## src/shared/mrf_pkg.sv

```systemverilog
package mrf_pkg;
    localparam logic [4:0] OFF_CTRL  = 5'h00;
    localparam logic [4:0] OFF_STAT  = 5'h04;
    localparam logic [4:0] OFF_FADDR = 5'h08;
    localparam logic [4:0] OFF_SHIFT = 5'h0c;
    localparam logic [4:0] OFF_LEN   = 5'h10;
    localparam logic [4:0] OFF_IRQS  = 5'h14;
    localparam logic [4:0] OFF_IRQM  = 5'h18;
    localparam int CTRL_MODE  = 0;
    localparam int CTRL_OP    = 2;
    localparam int CTRL_START = 4;
    localparam int CTRL_HOLD  = 5;
    localparam int CTRL_CAP   = 6;
    localparam int CTRL_MAXR  = 8;
    localparam int FADDR_WR   = 16;
    localparam int FADDR_RD   = 17;
    localparam int IRQ_DONE   = 0;
    localparam int IRQ_FAIL   = 1;
    localparam logic [15:0] CTRL_RST = 16'h0000;
    localparam logic [1:0]  IRQM_RST = 2'h0;
    localparam logic [1:0]  FB_ACC_INT = 2'h2;
    localparam logic [1:0]  FB_ACC_EXT = 2'h3;
    localparam int FA_W = 16;
    typedef enum logic [1:0] {
        MODE_NONE  = 2'b00,
        MODE_FUSE  = 2'b01,
        MODE_CHAIN = 2'b10,
        MODE_AUTO  = 2'b11
    } mrf_mode_t;
    typedef enum logic [1:0] {
        OP_LOADER = 2'b00,
        OP_PROG   = 2'b01,
        OP_VERIFY = 2'b10,
        OP_ROTATE = 2'b11
    } mrf_op_t;
    typedef struct packed {
        logic            wr;
        logic            rd;
        logic            commit;
        logic [FA_W-1:0] addr;
    } mrf_fb_req_t;
endpackage

```

## src/hw/mrf_ctrl.sv

```systemverilog
// Memory repair fuse controller: repair chain sequencer, fuse box access and bus slave.
//
// The register offsets and register access over Avalon-MM were decided locally.
module mrf_ctrl #(
    parameter int              NCH        = 2,
    parameter int              LW         = 16,
    parameter logic [LW-1:0]   MAX_LEN    = 16'd1024,
    parameter logic [LW-1:0]   FUSE_COUNT = 16'd1024,
    parameter bit              EXT_FUSE   = 1'b0
) (
    input  wire logic                ref_clk,
    input  wire logic                rst,
    input  wire logic [4:0]          avs_address,
    input  wire logic                avs_read,
    input  wire logic                avs_write,
    input  wire logic [31:0]         avs_writedata,
    output logic      [31:0]         avs_readdata,
    output logic                     avs_waitrequest,
    output logic                     irq,
    output logic      [NCH-1:0]      rr_si,
    input  wire logic [NCH-1:0]      rr_so,
    output logic                     rr_shift,
    output logic                     rr_capture,
    output mrf_pkg::mrf_fb_req_t     fb_req,
    input  wire logic                fb_rdata,
    input  wire logic                fb_done,
    output logic                     done_o,
    output logic                     pass_o
);
    typedef enum logic [2:0] {
        S_IDLE = 3'b000,
        S_CLR  = 3'b001,
        S_MEAS = 3'b010,
        S_ROT  = 3'b011,
        S_FB   = 3'b100,
        S_FACC = 3'b101,
        S_CAP  = 3'b110,
        S_END  = 3'b111
    } mrf_state_t;

    mrf_state_t st_r, st_nxt;
    logic [15:0]           ctrl_r;
    logic [LW-1:0]         cnt_r, len_r, nprog_r;
    logic [mrf_pkg::FA_W-1:0] faddr_r;
    logic                  facc_wr_r, facc_rd_r;
    logic [1:0]            irqs_r, irqm_r;
    logic                  head_r, shp_r, so_bit_r, fbit_r;
    logic                  done_r, pass_r, ok_r, resp_r;
    mrf_pkg::mrf_op_t      op_r;
    logic [31:0]           rdata_r;

    wire                   req      = avs_read | avs_write;
    wire                   acc      = req & resp_r;
    wire                   wr_acc   = acc & avs_write;
    wire                   rd_acc   = acc & avs_read;
    wire [1:0]             mode     = ctrl_r[mrf_pkg::CTRL_MODE +: 2];
    wire [7:0]             maxr     = ctrl_r[mrf_pkg::CTRL_MAXR +: 8];
    wire                   hold     = ctrl_r[mrf_pkg::CTRL_HOLD];
    wire                   idle     = st_r == S_IDLE;
    wire                   wr_ctrl  = wr_acc & (avs_address == mrf_pkg::OFF_CTRL);
    wire                   wr_faddr = wr_acc & (avs_address == mrf_pkg::OFF_FADDR);
    wire                   wr_shift = wr_acc & (avs_address == mrf_pkg::OFF_SHIFT);
    wire                   wr_irqs  = wr_acc & (avs_address == mrf_pkg::OFF_IRQS);
    wire                   wr_irqm  = wr_acc & (avs_address == mrf_pkg::OFF_IRQM);
    wire [1:0]             w_mode   = avs_writedata[mrf_pkg::CTRL_MODE +: 2];
    // A start is honoured only while idle and only for the mode it names.
    wire start_auto = wr_ctrl & idle & avs_writedata[mrf_pkg::CTRL_START]
                      & (w_mode == mrf_pkg::MODE_AUTO);
    wire start_cap  = wr_ctrl & idle & avs_writedata[mrf_pkg::CTRL_CAP]
                      & (w_mode == mrf_pkg::MODE_CHAIN);
    wire start_facc = wr_faddr & idle & (mode == mrf_pkg::MODE_FUSE)
                      & (avs_writedata[mrf_pkg::FADDR_WR] ^ avs_writedata[mrf_pkg::FADDR_RD]);
    wire shift_ok   = wr_shift & idle & (mode == mrf_pkg::MODE_CHAIN);
    wire [1:0] acc_len = EXT_FUSE ? mrf_pkg::FB_ACC_EXT : mrf_pkg::FB_ACC_INT;

    // Chains are concatenated: chain k feeds chain k+1, last chain is the output end.
    wire [NCH:0] lnk;
    wire         tail = lnk[NCH];
    wire         rot  = (st_r == S_ROT) | (st_r == S_FB);
    wire         head = rot ? tail : head_r;
    assign lnk   = {rr_so, head};
    assign rr_si = lnk[NCH-1:0];

    wire under   = (maxr == 8'h00) | (nprog_r < LW'(maxr));
    wire need_fb = (op_r == mrf_pkg::OP_VERIFY)
                   | ((op_r == mrf_pkg::OP_PROG) & tail & under);
    wire rot_end = cnt_r == len_r;
    wire oob     = cnt_r >= FUSE_COUNT;
    wire meas_hit = (cnt_r != '0) & tail;
    wire meas_to  = cnt_r == MAX_LEN;
    wire clr_end  = cnt_r == MAX_LEN - 1'b1;
    wire fb_step  = (st_r == S_FB) & fb_done;
    wire fb_miss  = fb_step & (op_r == mrf_pkg::OP_VERIFY) & (fb_rdata != tail);
    wire facc_end = (st_r == S_FACC) & (cnt_r[1:0] == acc_len - 2'd1);

    // Rotation shifts only when no fuse action is pending, so the chain returns intact.
    assign rr_shift = shp_r | (st_r == S_CLR) | (st_r == S_MEAS)
                      | ((st_r == S_ROT) & ~rot_end & ~need_fb) | fb_step;
    assign rr_capture = st_r == S_CAP;

    always_comb begin
        st_nxt = st_r;
        case (st_r)
            S_IDLE: begin
                if (start_auto) begin
                    st_nxt = (w_mode == mrf_pkg::MODE_AUTO)
                             && (avs_writedata[mrf_pkg::CTRL_OP +: 2] == mrf_pkg::OP_LOADER)
                             ? S_CLR : S_ROT;
                end else if (start_cap) begin
                    st_nxt = S_CAP;
                end else if (start_facc) begin
                    st_nxt = S_FACC;
                end
            end
            S_CLR:  st_nxt = clr_end ? S_MEAS : S_CLR;
            S_MEAS: st_nxt = (meas_hit | meas_to) ? S_END : S_MEAS;
            S_ROT: begin
                if (rot_end) begin
                    st_nxt = S_END;
                end else if (need_fb) begin
                    st_nxt = oob ? S_END : S_FB;
                end
            end
            S_FB:   st_nxt = fb_done ? S_ROT : S_FB;
            S_FACC: st_nxt = facc_end ? S_IDLE : S_FACC;
            S_CAP:  st_nxt = S_ROT;
            S_END:  st_nxt = S_IDLE;
            default: st_nxt = S_IDLE;
        endcase
    end

    always_comb begin
        fb_req = '0;
        if (st_r == S_FACC) begin
            fb_req.wr   = facc_wr_r;
            fb_req.rd   = facc_rd_r;
            fb_req.addr = faddr_r;
        end else if (st_r == S_FB) begin
            fb_req.wr   = op_r == mrf_pkg::OP_PROG;
            fb_req.rd   = op_r == mrf_pkg::OP_VERIFY;
            fb_req.addr = mrf_pkg::FA_W'(cnt_r);
        end
        // Without the hold the buffered fuse image is committed when programming ends.
        fb_req.commit = (st_r == S_END) & (op_r == mrf_pkg::OP_PROG) & ~hold;
    end

    wire meas_to_end = (st_r == S_END) & (op_r == mrf_pkg::OP_LOADER) & (len_r == '0);
    wire end_ok = ok_r & ~((st_r == S_ROT) & need_fb & oob) & ~meas_to_end;

    always_ff @(posedge ref_clk or posedge rst) begin
        if (rst) begin
            st_r <= S_IDLE;
        end else begin
            st_r <= st_nxt;
        end
    end

    always_ff @(posedge ref_clk or posedge rst) begin
        if (rst) begin
            cnt_r <= '0;
        // The bit index must survive a fuse action, or later fuses land on wrong addresses.
        end else if (st_nxt != st_r && st_nxt != S_ROT && st_nxt != S_MEAS
                     && st_nxt != S_FB) begin
            cnt_r <= '0;
        end else if (st_r == S_CLR && clr_end) begin
            cnt_r <= '0;
        end else if (st_r == S_CAP || st_r == S_IDLE) begin
            cnt_r <= '0;
        end else if (rr_shift | (st_r == S_FACC)) begin
            cnt_r <= cnt_r + 1'b1;
        end
    end

    always_ff @(posedge ref_clk or posedge rst) begin
        if (rst) begin
            ok_r    <= 1'b0;
            nprog_r <= '0;
            op_r    <= mrf_pkg::OP_LOADER;
        end else if (start_auto | start_cap) begin
            ok_r    <= 1'b1;
            nprog_r <= '0;
            op_r    <= start_cap ? mrf_pkg::OP_ROTATE
                       : mrf_pkg::mrf_op_t'(avs_writedata[mrf_pkg::CTRL_OP +: 2]);
        end else begin
            if (fb_miss | ((st_r == S_ROT) & need_fb & oob)) begin
                ok_r <= 1'b0;
            end
            if (fb_step & (op_r == mrf_pkg::OP_PROG)) begin
                nprog_r <= nprog_r + 1'b1;
            end
        end
    end

    // The length is kept until the next loader reset, for later operations.
    always_ff @(posedge ref_clk or posedge rst) begin
        if (rst) begin
            len_r <= '0;
        end else if (st_r == S_CLR) begin
            len_r <= '0;
        end else if (st_r == S_MEAS && meas_hit) begin
            len_r <= cnt_r;
        end
    end

    always_ff @(posedge ref_clk or posedge rst) begin
        if (rst) begin
            done_r <= 1'b0;
            pass_r <= 1'b0;
        end else if (start_auto | start_cap) begin
            done_r <= 1'b0;
            pass_r <= 1'b0;
        end else if (st_r == S_END) begin
            done_r <= 1'b1;
            pass_r <= end_ok;
        end
    end
    assign done_o = done_r;
    assign pass_o = pass_r;

    // Chain access: the bit falling off the output end is kept for the tester.
    always_ff @(posedge ref_clk or posedge rst) begin
        if (rst) begin
            head_r   <= 1'b0;
            shp_r    <= 1'b0;
            so_bit_r <= 1'b0;
        end else begin
            shp_r <= shift_ok;
            if (shift_ok) begin
                head_r   <= avs_writedata[0];
                so_bit_r <= tail;
            end else if (st_nxt == S_MEAS && st_r == S_CLR) begin
                head_r <= 1'b1;
            end else if (shp_r | (st_r == S_MEAS) | start_auto) begin
                head_r <= 1'b0;
            end
        end
    end

    always_ff @(posedge ref_clk or posedge rst) begin
        if (rst) begin
            faddr_r   <= '0;
            facc_wr_r <= 1'b0;
            facc_rd_r <= 1'b0;
            fbit_r    <= 1'b0;
        end else begin
            if (start_facc) begin
                faddr_r   <= avs_writedata[mrf_pkg::FA_W-1:0];
                facc_wr_r <= avs_writedata[mrf_pkg::FADDR_WR];
                facc_rd_r <= avs_writedata[mrf_pkg::FADDR_RD];
            end
            // The fuse box done line is not trusted here; a fixed window is used.
            if (facc_end & facc_rd_r) begin
                fbit_r <= fb_rdata;
            end
        end
    end

    always_ff @(posedge ref_clk or posedge rst) begin
        if (rst) begin
            ctrl_r <= mrf_pkg::CTRL_RST;
        end else if (wr_ctrl) begin
            ctrl_r <= avs_writedata[15:0] & 16'hffaf;
        end
    end

    // Event set wins over a write-one clear in the same cycle.
    wire [1:0] irq_set = {(st_r == S_END) & ~end_ok, st_r == S_END};
    wire [1:0] irq_clr = wr_irqs ? avs_writedata[1:0] : 2'h0;
    always_ff @(posedge ref_clk or posedge rst) begin
        if (rst) begin
            irqs_r <= 2'h0;
            irqm_r <= mrf_pkg::IRQM_RST;
        end else begin
            irqs_r <= (irqs_r & ~irq_clr) | irq_set;
            if (wr_irqm) begin
                irqm_r <= avs_writedata[1:0];
            end
        end
    end
    assign irq = |(irqs_r & irqm_r);

    // Every access waits one cycle so read data can come from a flop.
    assign avs_waitrequest = req & ~resp_r;
    wire [31:0] rd_mux =
        (avs_address == mrf_pkg::OFF_CTRL)  ? {16'h0000, ctrl_r} :
        (avs_address == mrf_pkg::OFF_STAT)  ? {27'h0, so_bit_r, fbit_r, pass_r, done_r, ~idle} :
        (avs_address == mrf_pkg::OFF_FADDR) ? {14'h0, facc_rd_r, facc_wr_r, faddr_r} :
        (avs_address == mrf_pkg::OFF_SHIFT) ? {31'h0, so_bit_r} :
        (avs_address == mrf_pkg::OFF_LEN)   ? 32'(len_r) :
        (avs_address == mrf_pkg::OFF_IRQS)  ? {30'h0, irqs_r} :
        (avs_address == mrf_pkg::OFF_IRQM)  ? {30'h0, irqm_r} : 32'h0;
    always_ff @(posedge ref_clk or posedge rst) begin
        if (rst) begin
            resp_r  <= 1'b0;
            rdata_r <= 32'h0;
        end else begin
            resp_r <= req & ~resp_r;
            if (avs_read & ~resp_r) begin
                rdata_r <= rd_mux;
            end
        end
    end
    assign avs_readdata = rdata_r;
endmodule

```

## config.mk

```make
export PLATFORM = sky130hd
export DESIGN_NAME = mrf_ctrl
export DESIGN_NICKNAME = d
export VERILOG_FILES = /design/src/shared/mrf_pkg.sv /design/src/hw/mrf_ctrl.sv
export SDC_FILE = /design/constraint.sdc
export NUM_CORES = 1
export LEC_CHECK = 0
export BUFFER_PORTS_ARGS = -buffer_cell sky130_fd_sc_hd__buf_2
export CAP_MARGIN = 30
export CORE_MARGIN = 2
export CORE_UTILIZATION = 62
export CTS_CLUSTER_SIZE = 10
export DETAILED_ROUTE_END_ITERATION = 8
export GPL_ROUTABILITY_DRIVEN = 0
export GPL_TIMING_DRIVEN = 1
export PLACE_DENSITY = 0.86
export SLEW_MARGIN = 15
export SYNTH_ARGS = -nofsm -noshare
export SYNTH_HDL_FRONTEND = slang
export SYNTH_SLANG_ARGS = --single-unit
```

## constraint.sdc

```tcl
create_clock -name ref_clk -period 5.3 [get_ports ref_clk]
set_input_delay 0.265 -clock ref_clk [delete_from_list [all_inputs] [get_ports ref_clk]]
set_output_delay 0.265 -clock ref_clk [all_outputs]
set_load 0.02 [all_outputs]
```

==> impl_metrics.py <==
metrics = {
    "clocking": {
        "root_buffer": "clkbuf_8",
        "clockBufferDepth": 2,
        "cts_tree": "built",
        "numClockSinks": 115,
        "cts_setup_buffers": 0,
        "cts-resized-gates": 0,
        "htree_num_levels": 4,
        "numCtsBuffers": 17,
        "path_clk_slew_ns": 0.06,
        "clk_latency_ns": 0.54,
    },
    "synth": {
        "synth_edf_count": 0,
        "synth_cell_types": 66,
        "ys.flop_type": "dfrtp_1",
        "ys_ff_latch": 115,
        "syn_area_per_cell_sq_um": 9.904,
        "ys_warn_count": 0,
        "synth_area_sq_mm": 0.006447,
        "yosysSeqAreaShare_pct": 44.63,
        "ys_async_sr_fraction_pct": 100.0,
        "syn_inst": 651,
    },
    "setup_path": {
        "slowest_stage": "nor2_2",
        "crit_chain": "or4_1, nor3_2, nand4_1, nor2_2, nor2_1, a211o_1, o211a_4, nor4_1",
        "path_class": "reg -> reg",
        "crit_path_start_kind": "register",
        "reg2reg_slack_ns": 1.77,
        "critPathMaxFanout": 17,
        "cp-end-kind": "register",
        "reg2reg_from": "cnt_r[11]",
        "crit_required_ns": 5.73,
        "crit_family": "simple AND/OR/NAND/NOR gates",
        "critical_path_buf_inv_count": 0,
        "critPathMaxStageDelay_ns": 0.78,
        "worstPathArrival_ns": 3.96,
        "r2r_cells": 8,
        "reg2reg_to": "cnt_r[11]",
    },
    "global_routing": {
        "grt_max_degree": 60,
        "grt_pass1_vias": 5607,
        "grt_pass1_wl_mm": 29.04,
        "grt-ovfl-total": 0,
        "antenna_found_initial": 0,
        "grt_usage_pct": 34.05,
    },
    "routing": {
        "drc": 0,
        "vias_per_cell": 6.623,
        "wl_met1_mm": 6.776,
        "wire_per_inst_um": 21.23,
        "top_layer_used": "met4",
        "totalWireLength_mm": 18.47,
        "wl_met2_mm": 8.920,
        "drt_iter0_drc": 672,
        "wl_met3_mm": 1.873,
        "ant_nets": 0,
        "dr.pass1.iters": 5,
        "vias": 5762,
    },
    "placed_design": {
        "dpl_cell_area_sq_mm": 0.006812,
        "dp_hpwl_mm": 12.50,
        "port_buffers": 73,
    },
    "sta": {
        "finalSetupViolations": 0,
        "fin_worst_skew_ns": 0.006960,
        "relSlewSlack_pct": 40.28,
        "maxSlewViolCount": 0,
        "finalHoldViolCount": 0,
        "period_share_pct": 66.57,
        "final.min_clock_period_ns": 3.528,
        "tns_ns": 0,
        "fmax_ghz": 0.2834,
        "worst_pin_slew_ns": 0.8890,
        "rsz0062_at_grt": "false",
    },
    "power": {
        "p_per_area_mw_per_mm2": 383.7,
        "peakVddDrop_v": 0.0003108,
        "p_leak_nw": 3.536,
    },
    "worst_hold_path": {
        "min-delay-start": "avs_writedata[6]",
        "hold_class": "in -> reg",
        "worstHoldPathCells": 2,
        "hold_end": "faddr_r[6]",
    },
    "layout": {
        "n_antenna_cell": 0,
        "fin_area_sq_mm": 0.007497,
        "nets": 777,
        "drive_above_1_share_pct": 24.11,
        "synthToLayoutAreaGrowth_pct": 16.28,
    },
    "run_status": {
        "outcome": "completed",
    },
    "floorplanning": {
        "die_w_um": 106.0,
        "rows": 37,
        "dieArea_sq_mm": 0.01123,
        "fp.dieH_um": 106.0,
        "initial_utilization_pct": 63.02,
        "io_pins": 104,
        "core_area_sq_mm": 0.01023,
    },
    "job": {
        "cap_viol_max_count": 0,
    },
}
per-stage QoR:
step	std cells	util [%]	setup slack [ns]	hold WS [ns]	total power [mW]
6_report	870	73.28	1.772	0.03753	2.877
3_3_place_gp	822	66.43	1.921	0.4118	1.763
5_1_grt	870	73.28	1.592	0.02070	2.992
3_5_place_dp	824	66.58	1.813	0.4229	1.795
2_1_floorplan	664	-	1.991	0.3818	1.620
4_1_cts	866	72.94	1.784	0.001295	2.855
timing repair:
action | CTS | global route
hold buffers | 10 | 3
endpoints found under the hold margin | 73 | 4
setup endpoints to repair | 0 | 0
cells in the mapped netlist, types with 5 or more instances:
library cell,number,area share (%)
xnor2_1,17,2.3
nor2b_1,6,0.58
o21ai_0,32,2.5
nor3_1,10,0.78
and3_1,9,0.87
mux2i_1,5,0.78
nand2b_1,5,0.49
nand3_1,16,1.2
ha_1,11,2.1
xor2_1,30,4.1
dfrtp_1,115,45
a22oi_1,19,2.2
buf_4,16,1.9
nand2_1,64,3.7
o22ai_1,5,0.49
nor4_1,22,2.1
a22o_1,22,3.0
clkbuf_1,37,2.2
a21oi_1,16,1.2
inv_1,17,0.99
nor3b_1,5,0.58
nor2_1,51,3.0
nor4_2,10,1.9
mux2_2,36,6.3
nand4_1,10,0.97
layout by cell type, fill, tap and decap left out, types with 4 or more instances in the layout:
cell type      netlist  layout
nand2_1             64      64
nor2_1              51      51
o22ai_1              5       5
nor4_1              22      22
nand2b_1             5       5
a22oi_1             19      19
buf_4               16       7
nor3_1              10      10
nor2b_1              6       6
clkinvlp_4           0       7
and3_1               9       9
dlygate4sd3_1        0      13
conb_1               1      14
a21oi_1             16      16
o21ai_0             32      32
ha_1                11      11
clkbuf_16            0      16
and4_1               4       4
mux2i_1              5       5
buf_2                0      74
nand4_1             10      10
a22o_1              22      22
nand3_1             16      16
mux2_2              36      36
or4_1                4       4
inv_1               17      16
nor4_2              10      10
xor2_1              30      30
dfrtp_1            115     115
xnor2_1             17      17
flip-flops by register name, summed over array words and instances, names as in the netlist, 2 cells and up:
register / cells
avs_readdata: 18
cnt_r: 16
faddr_r: 16
len_r: 16
nprog_r: 16
ctrl_r: 14
st_r: 3
irqm_r: 2
irqs_r: 2
op_r: 2
routing by layer:
layer / global-route usage [%] / up-vias
li1: - / 2476
met1: 41.65 / 2766
met2: 55.99 / 425
met3: 9.197 / 95
met4: 16.64 / 0
met5: 0 / -
where the power goes:
part           internal, mW  total, mW  switching [mW]  leakage, nW
Combinational         0.264      0.765           0.500         1.73
Sequential            0.943       1.05           0.108         1.56
Clock                 0.622       1.06           0.439        0.249
Total                  1.83       2.88            1.05         3.54
logic make-up (layout without fill, tap and decap cells):
family / count (synthesis) / after routing / synth area share, %
AO/OA/AOI/OAI: 126 / 126 / 14.07
XOR/XNOR: 47 / 47 / 6.385
adder cells (fa/ha/maj): 11 / 11 / 2.135
buffers and inverters: 73 / 143 / 5.414
flip-flops: 115 / 115 / 44.63
multiplexers: 42 / 42 / 7.413
other: 1 / 14 / 0.05816
AND/OR/NAND/NOR: 236 / 236 / 19.89
worst max-delay path by stage:
stage          startpoint              end  slack, ns  cells after the start
3_3_place_gp    cnt_r[15]        cnt_r[13]       1.92                      8
5_1_grt         cnt_r[11]        cnt_r[14]       1.59                      8
3_5_place_dp    cnt_r[11]        cnt_r[14]       1.81                      8
2_1_floorplan         rst  avs_readdata[0]       1.99                      1
4_1_cts         cnt_r[11]        cnt_r[12]       1.78                      8
6_report        cnt_r[11]        cnt_r[11]       1.77                      8
final cells by class:
type / count / area (sq um)
clock buffer: 17 / 414.1
clock inverter: 15 / 136.4
fill: 653 / 2734
inverter: 17 / 66.31
multi-input combinational: 476 / 3279
sequential: 115 / 2878
tap: 136 / 170.2
timing repair buffer: 94 / 553.0
No activity file was read; power rests on OpenSTA's default activity.
